File: src/ras_defs.svh
// Constants of the two-wire register access slave
`ifndef RAS_DEFS_SVH
`define RAS_DEFS_SVH
`define RAS_SLAVE_ADDR 7'h4C
`define RAS_PTR_RESET 8'h00
`define RAS_DIR_WRITE 1'b0
`define RAS_BITS_PER_BYTE 4'h8
`define RAS_BUF_DEPTH 2
`endif

File: src/ras_pkg.sv
// Types of the two-wire register access slave
package ras_pkg;
    typedef enum logic [2:0] {
        RAS_IDLE,
        RAS_ADDR,
        RAS_ACK,
        RAS_RX,
        RAS_TX,
        RAS_MACK
    } ras_state_t;
endpackage : ras_pkg

File: src/ras_slave.sv
// Two-wire slave giving a bus master access to internal registers
// Contract
// - First byte after address in a write loads the register pointer.
// - STOP right after the pointer byte changes no register.
// - STOP resets the register pointer to zero.
// - Repeated START keeps the register pointer.
// - First data byte goes to the register the pointer selects.
// - Further written bytes go to successive registers.
// - Reads return the register the stored pointer selects.
// - Pointer advances after every byte read.
// - Device watches for START plus its seven-bit address, acknowledges match.
// - Ninth clock is acknowledge; receiver holds data low.
// - Direction bit low means write, high means read.
`include "ras_defs.svh"
module ras_slave
import ras_pkg::*;
#(
    parameter logic [6:0] SLAVE_ADDR = `RAS_SLAVE_ADDR
)
(
    input wire logic sys_clk,
    input wire logic reset,
    input wire logic sclIn,
    input wire logic sdaIn,
    output logic sdaOut,
    output logic sdaOe,
    output logic wrValid,
    input wire logic wrReady,
    output logic [7:0] wrAddr,
    output logic [7:0] wrData,
    output logic [7:0] rdAddr,
    input wire logic [7:0] rdData,
    output logic busBusy
);
    logic sclMeta_r;
    logic sclSync_r;
    logic sclPrev_r;
    logic sdaMeta_r;
    logic sdaSync_r;
    logic sdaPrev_r;
    ras_state_t state_r;
    ras_state_t state_nxt;
    logic [7:0] shift_r;
    logic [3:0] bitCnt_r;
    logic [7:0] ptr_r;
    logic havePtr_r;
    logic isRead_r;
    logic ackOk_r;
    logic sdaOe_r;
    logic busBusy_r;
    logic bufReady;
    logic [15:0] bufOut;
    logic outValid;

    wire sclRise = sclSync_r && !sclPrev_r;
    wire sclFall = !sclSync_r && sclPrev_r;
    wire startSeen = sclSync_r && sclPrev_r && sdaPrev_r && !sdaSync_r;
    wire stopSeen = sclSync_r && sclPrev_r && !sdaPrev_r && sdaSync_r;
    wire [7:0] shiftNext = {shift_r[6:0], sdaSync_r};
    // Counter counts SCL rises: 7 before the last data rise, 8 until the fall that opens the ninth bit
    wire lastBit = (bitCnt_r == `RAS_BITS_PER_BYTE - 4'h1);
    wire byteDone = (bitCnt_r == `RAS_BITS_PER_BYTE);
    wire countRise = sclRise && (state_r == RAS_ADDR || state_r == RAS_RX || state_r == RAS_TX);
    wire byteEnd = sclFall && byteDone;
    wire addrMatch = (shiftNext[7:1] == SLAVE_ADDR);
    wire [7:0] ptrInc = ptr_r + 8'h01;
    // A write byte is only pushed when the buffer has room; a full buffer drops the ACK
    wire dataPush = (state_r == RAS_RX) && sclRise && lastBit && havePtr_r;
    // The pointer byte is always taken; a data byte only when the buffer can hold it
    wire rxAccept = !havePtr_r || bufReady;
    wire [2:0] txBit = 3'h7 - bitCnt_r[2:0];

    // Both lines cross into sys_clk through two flops before any use
    always_ff @(posedge sys_clk or posedge reset)
    begin
        if (reset)
        begin
            sclMeta_r <= 1'b1;
            sclSync_r <= 1'b1;
            sclPrev_r <= 1'b1;
            sdaMeta_r <= 1'b1;
            sdaSync_r <= 1'b1;
            sdaPrev_r <= 1'b1;
        end
        else
        begin
            sclMeta_r <= sclIn;
            sclSync_r <= sclMeta_r;
            sclPrev_r <= sclSync_r;
            sdaMeta_r <= sdaIn;
            sdaSync_r <= sdaMeta_r;
            sdaPrev_r <= sdaSync_r;
        end
    end

    always_comb
    begin
        state_nxt = state_r;
        unique case (state_r)
            RAS_IDLE:
                state_nxt = RAS_IDLE;
            RAS_ADDR:
                if (sclRise && lastBit && !addrMatch)
                    state_nxt = RAS_IDLE;
                else if (byteEnd)
                    state_nxt = RAS_ACK;
            RAS_RX:
                if (byteEnd)
                    state_nxt = RAS_ACK;
            RAS_ACK:
                if (sclFall)
                    state_nxt = isRead_r ? RAS_TX : RAS_RX;
            RAS_TX:
                if (byteEnd)
                    state_nxt = RAS_MACK;
            RAS_MACK:
                if (sclRise)
                    state_nxt = sdaSync_r ? RAS_IDLE : RAS_TX;
        endcase
        if (startSeen)
            state_nxt = RAS_ADDR;
        else if (stopSeen)
            state_nxt = RAS_IDLE;
    end

    always_ff @(posedge sys_clk or posedge reset)
    begin
        if (reset)
        begin
            state_r <= RAS_IDLE;
            shift_r <= 8'h00;
            bitCnt_r <= 4'h0;
            ptr_r <= `RAS_PTR_RESET;
            havePtr_r <= 1'b0;
            isRead_r <= 1'b0;
            ackOk_r <= 1'b0;
            busBusy_r <= 1'b0;
        end
        else
        begin
            state_r <= state_nxt;
            if (startSeen)
            begin
                // Pointer survives a repeated START
                bitCnt_r <= 4'h0;
                havePtr_r <= 1'b0;
                busBusy_r <= 1'b1;
            end
            else if (stopSeen)
            begin
                // Pointer loaded without data is discarded here too
                ptr_r <= `RAS_PTR_RESET;
                busBusy_r <= 1'b0;
            end
            else
            begin
                if (countRise)
                    bitCnt_r <= bitCnt_r + 4'h1;
                if (byteEnd)
                    bitCnt_r <= 4'h0;
                if ((state_r == RAS_ADDR || state_r == RAS_RX) && sclRise)
                    shift_r <= shiftNext;
                if (state_r == RAS_ADDR && sclRise && lastBit)
                begin
                    isRead_r <= shiftNext[0] != `RAS_DIR_WRITE;
                    ackOk_r <= addrMatch;
                end
                if (state_r == RAS_RX && sclRise && lastBit)
                begin
                    ackOk_r <= rxAccept;
                    if (!havePtr_r)
                    begin
                        ptr_r <= shiftNext;
                        havePtr_r <= 1'b1;
                    end
                    else if (bufReady)
                        ptr_r <= ptrInc;
                end
                // A finished read byte moves the pointer on, acknowledged or not
                if (state_r == RAS_MACK && sclRise)
                    ptr_r <= ptrInc;
            end
        end
    end

    // Drive changes only after an SCL fall (and is dropped at START/STOP), so no false START/STOP is made
    always_ff @(posedge sys_clk or posedge reset)
    begin
        if (reset)
            sdaOe_r <= 1'b0;
        else if (startSeen || stopSeen)
            sdaOe_r <= 1'b0;
        else if (sclFall)
        begin
            if (state_nxt == RAS_ACK)
                sdaOe_r <= ackOk_r;
            else if (state_nxt == RAS_TX)
                sdaOe_r <= !rdData[txBit];
            else
                sdaOe_r <= 1'b0;
        end
    end

    // Open drain: the pin is only ever pulled low, never driven high
    always_comb
    begin
        sdaOe = sdaOe_r;
        sdaOut = 1'b0;
    end

    ras_buf2 #(
        .WIDTH(16)
    ) u_buf (
        .sys_clk(sys_clk),
        .reset(reset),
        .inValid(dataPush),
        .inReady(bufReady),
        .inData({ptr_r, shiftNext}),
        .outValid(outValid),
        .outReady(wrReady),
        .outData(bufOut)
    );

    assign wrValid = outValid;
    assign wrAddr = bufOut[15:8];
    assign wrData = bufOut[7:0];
    assign rdAddr = ptr_r;
    assign busBusy = busBusy_r;
endmodule : ras_slave

File: src/ras_buf2.sv
// Two-entry valid/ready buffer
module ras_buf2 #(
    parameter int WIDTH = 16
)
(
    input wire logic sys_clk,
    input wire logic reset,
    input wire logic inValid,
    output logic inReady,
    input wire logic [WIDTH-1:0] inData,
    output logic outValid,
    input wire logic outReady,
    output logic [WIDTH-1:0] outData
);
    logic [WIDTH-1:0] mem_r [2];
    logic wrIdx_r;
    logic rdIdx_r;
    logic [1:0] count_r;
    logic outValid_r;
    logic [WIDTH-1:0] outData_r;
    wire doPush = inValid && inReady;
    wire doPop = outValid_r && outReady;
    wire [1:0] countNxt = count_r + {1'b0, doPush} - {1'b0, doPop};
    // Head copy kept in its own flops so outValid and outData come straight from registers
    wire headIsNew = (count_r == {1'b0, doPop});
    wire [WIDTH-1:0] headNxt = headIsNew ? inData : mem_r[rdIdx_r ^ doPop];

    assign inReady = (count_r != 2'h2);
    assign outValid = outValid_r;
    assign outData = outData_r;

    always_ff @(posedge sys_clk or posedge reset)
    begin
        if (reset)
        begin
            wrIdx_r <= 1'b0;
            rdIdx_r <= 1'b0;
            count_r <= 2'h0;
            outValid_r <= 1'b0;
            outData_r <= '0;
            mem_r[0] <= '0;
            mem_r[1] <= '0;
        end
        else
        begin
            if (doPush)
            begin
                mem_r[wrIdx_r] <= inData;
                wrIdx_r <= ~wrIdx_r;
            end
            if (doPop)
                rdIdx_r <= ~rdIdx_r;
            count_r <= countNxt;
            outValid_r <= (countNxt != 2'h0);
            outData_r <= headNxt;
        end
    end
endmodule : ras_buf2

File: config.mk
export PLATFORM = sky130hd
export DESIGN_NAME = ras_slave
export DESIGN_NICKNAME = d
export VERILOG_FILES = /design/src/ras_pkg.sv /design/src/ras_slave.sv /design/src/ras_buf2.sv
export VERILOG_INCLUDE_DIRS = /design/src
export SDC_FILE = /design/constraint.sdc
export NUM_CORES = 1
export LEC_CHECK = 0
export BUFFER_PORTS_ARGS = -buffer_cell sky130_fd_sc_hd__buf_4
export CAP_MARGIN = 25
export CORE_ASPECT_RATIO = 0.9
export CORE_MARGIN = 1.5
export CORE_UTILIZATION = 60
export CTS_BUF_LIST = sky130_fd_sc_hd__clkbuf_8
export DETAILED_ROUTE_END_ITERATION = 16
export PLACE_DENSITY_LB_ADDON = 0.1
export SYNTH_ARGS = -nofsm -noshare
export SYNTH_HDL_FRONTEND = slang
export SYNTH_HIERARCHICAL = 1
export SYNTH_SLANG_ARGS = --single-unit
File: constraint.sdc
create_clock -name sys_clk -period 3 [get_ports sys_clk]
set_clock_uncertainty 0.05 [all_clocks]
set_input_delay 0.45 -clock sys_clk [delete_from_list [all_inputs] [get_ports sys_clk]]
set_output_delay 0.45 -clock sys_clk [all_outputs]
set_load 0.01 [all_outputs]
# [Word-level counts from Yosys, hierarchy flattened]
# Index checks and enable logic that the tools add are counted.
# W data, S select, Z words.
[word_totals] mem_bits_ro=0 ram_bits=0 in_bits=13 memories=0 register_bits=86 out_inout_bits=28 latch_bits=0 wordCells=137
[op_classes] multipliers=0 reduce_logical=46 bitwise=7 n_div=0 n_eq_ne=14 n_mux=39 magnitude_cmp=4 n_addsub=5 shifts=0
[ops] cell="$mux W16" n=5
[ops] cell="$mux W8" n=5
[ops] cell="$bwmux W32" n=1
[ops] cell="$mux W3" n=9
[ops] cell="$logic_and A1 B1 Y1" n=21
[ops] cell="$pmux W3 S6" n=1
[ops] cell="$demux W16 S1" n=1
[ops] cell="$mux W4" n=4
[ops] cell="$mux W1" n=12
[ops] cell="$reduce_and A3 Y1" n=4
[ops] cell="$reduce_bool A2 Y1" n=5
[ops] cell="$eq A3 B2 Y1 const B" n=3
[ops] cell="$eq A3 B3 Y1 const B" n=3
[ops] cell="$add A8 B1 Y8 const B" n=1
[ops] cell="$eq A7 B7 Y1 const B" n=1
[ops] cell="$logic_not A1 Y1" n=7
[ops] cell="$reduce_bool A3 Y1" n=2
[ops] cell="$add A4 B1 Y4 const B" n=1
[ops] cell="$eq A4 B3 Y1 const B" n=1
[ops] cell="$eq A4 B4 Y1 const B" n=1
[ops] cell="$ge A2 B2 Y1 const B" n=2
[ops] cell="$logic_or A1 B1 Y1" n=4
[ops] cell="$lt A3 B4 Y1 const B" n=1
[ops] cell="$ne A2 B2 Y1 const B" n=2
[ops] cell="13 further kinds" n=18

# [Longest topological paths before layout]
[depth] depth_word=13 ltp_mapped=11 ltp_nobuf=11

# [Hierarchy]
# Netlist, hierarchy kept.
[by_module_without_submodules] module="ras_buf2" seq_area_each_um2=1326.3 area_each_um2=2373.5 n_inst=1 cells_per_inst=186
[by_module_without_submodules] module="ras_slave" seq_area_each_um2=833.3 area_each_um2=1884.3 n_inst=1 cells_per_inst=182

# [Worst setup path before layout]
# Ideal clock, no wire load.
[synth_timing] path_type="register to register" start="register state_r[2]" end="register u_buf.outValid_r, in the netlist u_buf/outValid" path_slack_ns=0.487 arrival_time_ns=2.336 synth_period_minus_slack_ns=2.513 required_ns=2.823 setup_time_ns=0.127 n_path_buf=1 path_stages_with_launch=12 path_cell_list="dfrtp_1 -> buf_6 -> nand2b_1 -> nor4_2 -> and3_1 -> nand2_1 -> ha_1 -> inv_1 -> ha_1 -> xnor2_1 -> xnor2_1 -> or2_2"
[synth_via] elab_chain_len=8
[synth_lines] item="start, declared" line="ras_slave.sv:41" rtl="ras_state_t state_r;"
[synth_lines] item="start signal, assigned" line="ras_slave.sv:141" rtl="state_r <= state_nxt;"
[synth_lines] item="$eq A3 B2 Y1" line="ras_slave.sv:68" rtl="wire dataPush = (state_r == RAS_RX) && sclRise && lastBit && havePtr_r;"
[synth_lines] item="$logic_and A1 B1 Y1 (3 in series)" line="ras_slave.sv:68"
[synth_lines] item="via dataPush" line="ras_slave.sv:68"
[synth_lines] item="$logic_and A1 B1 Y1" line="ras_buf2.sv:21" rtl="wire doPush = inValid && inReady;"
[synth_lines] item="$add A2 B1 Y2" line="ras_buf2.sv:23" rtl="wire [1:0] countNxt = count_r + {1'b0, doPush} - {1'b0, doPop};"
[synth_lines] item="$sub A2 B1 Y2" line="ras_buf2.sv:23"
[synth_lines] item="via u_buf.countNxt[1]" line="ras_buf2.sv:23"
[synth_lines] item="$reduce_bool A2 Y1" line="ras_buf2.sv:54" rtl="outValid_r <= (countNxt != 2'h0);"
[synth_lines] item="end signal, assigned" line="ras_buf2.sv:54"
[synth_lines] item="end, declared" line="ras_buf2.sv:19" rtl="logic outValid_r;"
# The timed path passes the listed nets, and every way through them passes these cells.
# A chain may end at the register's enable or synchronous reset.

# [Final worst setup path]
[layout_timing] start="register sclPrev_r" end="register u_buf.outValid_r, in the netlist u_buf/outValid"
[layout_via] elab_chain_len=9
[layout_lines] item="start, declared" line="ras_slave.sv:37" rtl="logic sclPrev_r;"
[layout_lines] item="start signal, assigned" line="ras_slave.sv:89" rtl="sclPrev_r <= sclSync_r;"
[layout_lines] item="$logic_not A1 Y1" line="ras_slave.sv:55" rtl="wire sclRise = sclSync_r && !sclPrev_r;"
[layout_lines] item="$logic_and A1 B1 Y1" line="ras_slave.sv:55"
[layout_lines] item="$logic_and A1 B1 Y1 (3 in series)" line="ras_slave.sv:68"
[layout_lines] item="via dataPush" line="ras_slave.sv:68"
[layout_lines] item="$logic_and A1 B1 Y1" line="ras_buf2.sv:21"
[layout_lines] item="$add A2 B1 Y2" line="ras_buf2.sv:23"
[layout_lines] item="$sub A2 B1 Y2" line="ras_buf2.sv:23"
[layout_lines] item="via u_buf.countNxt[1]" line="ras_buf2.sv:23"
[layout_lines] item="$reduce_bool A2 Y1" line="ras_buf2.sv:54"
# The timed path passes the listed nets, and every way through them passes these cells.

==> metrics.txt <==
cell count after placement=483; final max-slew violation count=0; Vias=3,114; Setup CP Type=register to register; Max Cap Viol=0; setup TNS=0 ns; Mapped Nets=386; Least-Margin Pin Slew=0.775 ns; Top Ports=41; GRT Util Overall=25.8%; Routed WL=9290 µm; Final Setup Violations=0; drt drc=0; Final Cycle Share=88.2%; critical path arrival=2.83 ns; RD Place Congestion=0.897; Max Fclk=378 MHz; Layout Nets=422; mapped cell area=4260 µm²; Initial Util=63.3%; cell-internal power=2.01 mW; commonest non-fill, non-tap cell in the layout=dfrtp_1; Die W=91.8 µm; most frequent cells in the layout=80 x dfrtp_1, 51 x buf_4, 32 x mux2_2, 24 x o21ai_0, 20 x nand3_1; combinational share of power=27.8%; pin count of the biggest net entering global routing=34; Iteration-0 DRC Markers=191; Hold Path Class=input pin to async pin; Async SR Flop Fraction=100%; post-layout min period=2.65 ns; Post-Syn Area per Cell=11.6 µm²; diode count=0; Ys Warns=6; layout cells sized above 1=30.3%; Peak VDD IR=0.000553 V; Num CTS Buffers=9; Placement Cell Area=4590 µm²; Post-synth EDFFs=0; post-CTS setup buffer count=0; Clk network pwr share=25.7%; first-pass GRT wire length=15,500 µm; global route overflow=0; die area=7610 µm²; CP required=3.18 ns; Net Sw Power=0.942 mW; R2R Setup Slk=0.35 ns; net switching share of the total power=31.9%; Worst-path clk slew=0.08 ns; max_slew headroom=48.2%; Synth Flop Type=dfrtp_1; CP endpoint kind=register; R2R Path Start=sclPrev_r$_DFF_PP1_; CTS tree=done; number of distinct library cells after synthesis=64; RSZ-0062 raised after global routing=false; flops & latches, synth=86; clock buffer depth=2; Antenna Nets Post-Route=0; Static Leak=2.18 nW; startpoint types=register; initial antenna violation count=0; Clock Sinks=86; status=complete, no violations; fillers=518; post-synthesis mux area share=13.9%; Die Height=82.9 µm; Root Driver=clkbuf_8; CTS Hold Bufs=0; register area share after synthesis=50.7%; Worst Setup SP=sclPrev_r$_DFF_PP1_; Post-Synth Adder-Cell Area=1.47%; PwrDens=619 nW/µm²; XOR/XNOR share of the synthesized area=1.23%; Design Area, Final=4770 µm²; CTS H-tree depth=3; worst-path maximum fanout=11; Clk Latency, worst-skew pair=0.35 ns; Final Hold Fails=0; WL per Instance=18.6 µm; cts repair resizes=0; Hold WS=0.137 ns; port bufs=39; Synth Area in Simple Gates=12.0%; first-pass detailed-route iteration total=5; core area=6730 µm²; Flop pwr share=46.5%; Non-Filler Instances=499; Synth Instances=368; largest family of logic cells by synthesized area=compound AO/OA/AOI/OAI gates; HPWL after DPL=6220 µm; via density per instance=6.24; Cell Rows=28; area grow syn2layout=12.0%; vias in the first global route=3,073; compound-cell area share of the yosys netlist=15.3%
[cells in the mapped netlist, drive strengths merged (7+ instances only)]
cell | n | area (µm²)
a211oi | 18 | 135
a21oi | 13 | 68.8
a31oi | 17 | 113
buf | 20 | 144
dfrtp | 80 | 2000
inv | 15 | 56.3
mux2 | 42 | 510
nand2 | 13 | 48.8
nand3 | 21 | 110
nor2 | 7 | 26.3
nor3 | 8 | 40.0
o21ai | 26 | 130
[sequential cells by signal (all words and copies together), names as in the netlist]
signal / cells
busBusy: 1
rdAddr: 8
u_buf/outValid: 1
u_buf/outData: 16
bitCnt_r: 4
sdaPrev_r: 1
shift_r: 7
sclSync_r: 1
sdaSync_r: 1
u_buf/rdIdx_r: 1
isRead_r: 1
ackOk_r: 1
u_buf/wrIdx_r: 1
sdaMeta_r: 1
u_buf/count_r: 2
sclMeta_r: 1
sclPrev_r: 1
u_buf/mem_r: 32
havePtr_r: 1
sdaOe: 1
state_r: 3
[cells by family (layout without fill, tap and decap cells)]
family | count (synthesis) | count (layout)
flip-flops | 86 | 86
XOR/XNOR | 6 | 6
adder cells (fa/ha/maj) | 5 | 5
buffers and inverters | 41 | 82
multiplexers | 47 | 47
other | 1 | 1
AO/OA/AOI/OAI | 96 | 96
AND/OR/NAND/NOR | 86 | 86
[critical path, stage by stage, from the launching register on]
cell,delay [ns]
dfstp_2,0.43
nand2b_1,0.23
nor4_2,0.34
and3_1,0.27
nand2_1,0.10
ha_1,0.28
inv_1,0.04
ha_1,0.18
xnor2_1,0.21
xnor2_1,0.13
or2_2,0.29
[power groups by stage]
stage          clock, mW  combinational (mW)  sequential, mW
2_1_floorplan          0               0.469            1.44
3_3_place_gp           0               0.798            1.39
3_5_place_dp           0               0.809            1.40
4_1_cts            0.782               0.810            1.37
5_1_grt            0.822               0.883            1.39
6_report           0.758               0.821            1.37
[per-layer routing]
layer	track usage (%)	share of wire [%]	up-vias
li1	-	-	1432
met1	36.9	45	1537
met2	38.5	47	136
met3	7.14	6.6	9
met4	7.97	1.1	0
met5	0	0	-
[area by class of cell]
class                   instances  area, µm²  share of cell area (%)
clock buffers                   9        124                    2.60
clock inverters                 7       58.8                    1.23
inverters                      15       56.3                    1.18
multi-input cells             241       1870                    39.3
flip-flops and latches         86       2160                    45.3
well taps                      90        113                    2.36
repair buffers                 51        383                    8.03
[metrics by stage]
| stage | util [%] | setup slack [ns] | power [mW] |
|---|---|---|---|
| 6_report | 70.9 | 0.354 | 2.95 |
| 3_5_place_dp | 68.2 | 0.415 | 2.21 |
| 5_1_grt | 70.9 | 0.193 | 3.09 |
| 3_3_place_gp | 68.2 | 0.547 | 2.19 |
| 2_1_floorplan | - | 0.487 | 1.91 |
| 4_1_cts | 70.9 | 0.392 | 2.97 |
[worst paths after layout]
| kind | end | cells after the start |
|---|---|---|
| worst max-delay path | u_buf/outValid$_DFF_PP0_ | 10 |
| worst min-delay path | u_buf/mem_r[0]$_DFFE_PP0P_ | 2 |
| worst max register to register | u_buf/outValid$_DFF_PP0_ | 10 |
| worst min register to register | sdaSync_r$_DFF_PP1_ | 0 |
| max in group asynchronous | u_buf/outData[10]$_DFF_PP0_ | 3 |
| min in group sys_clk | sclMeta_r$_DFF_PP1_ | 1 |
Power figures use the tool's default switching activity.
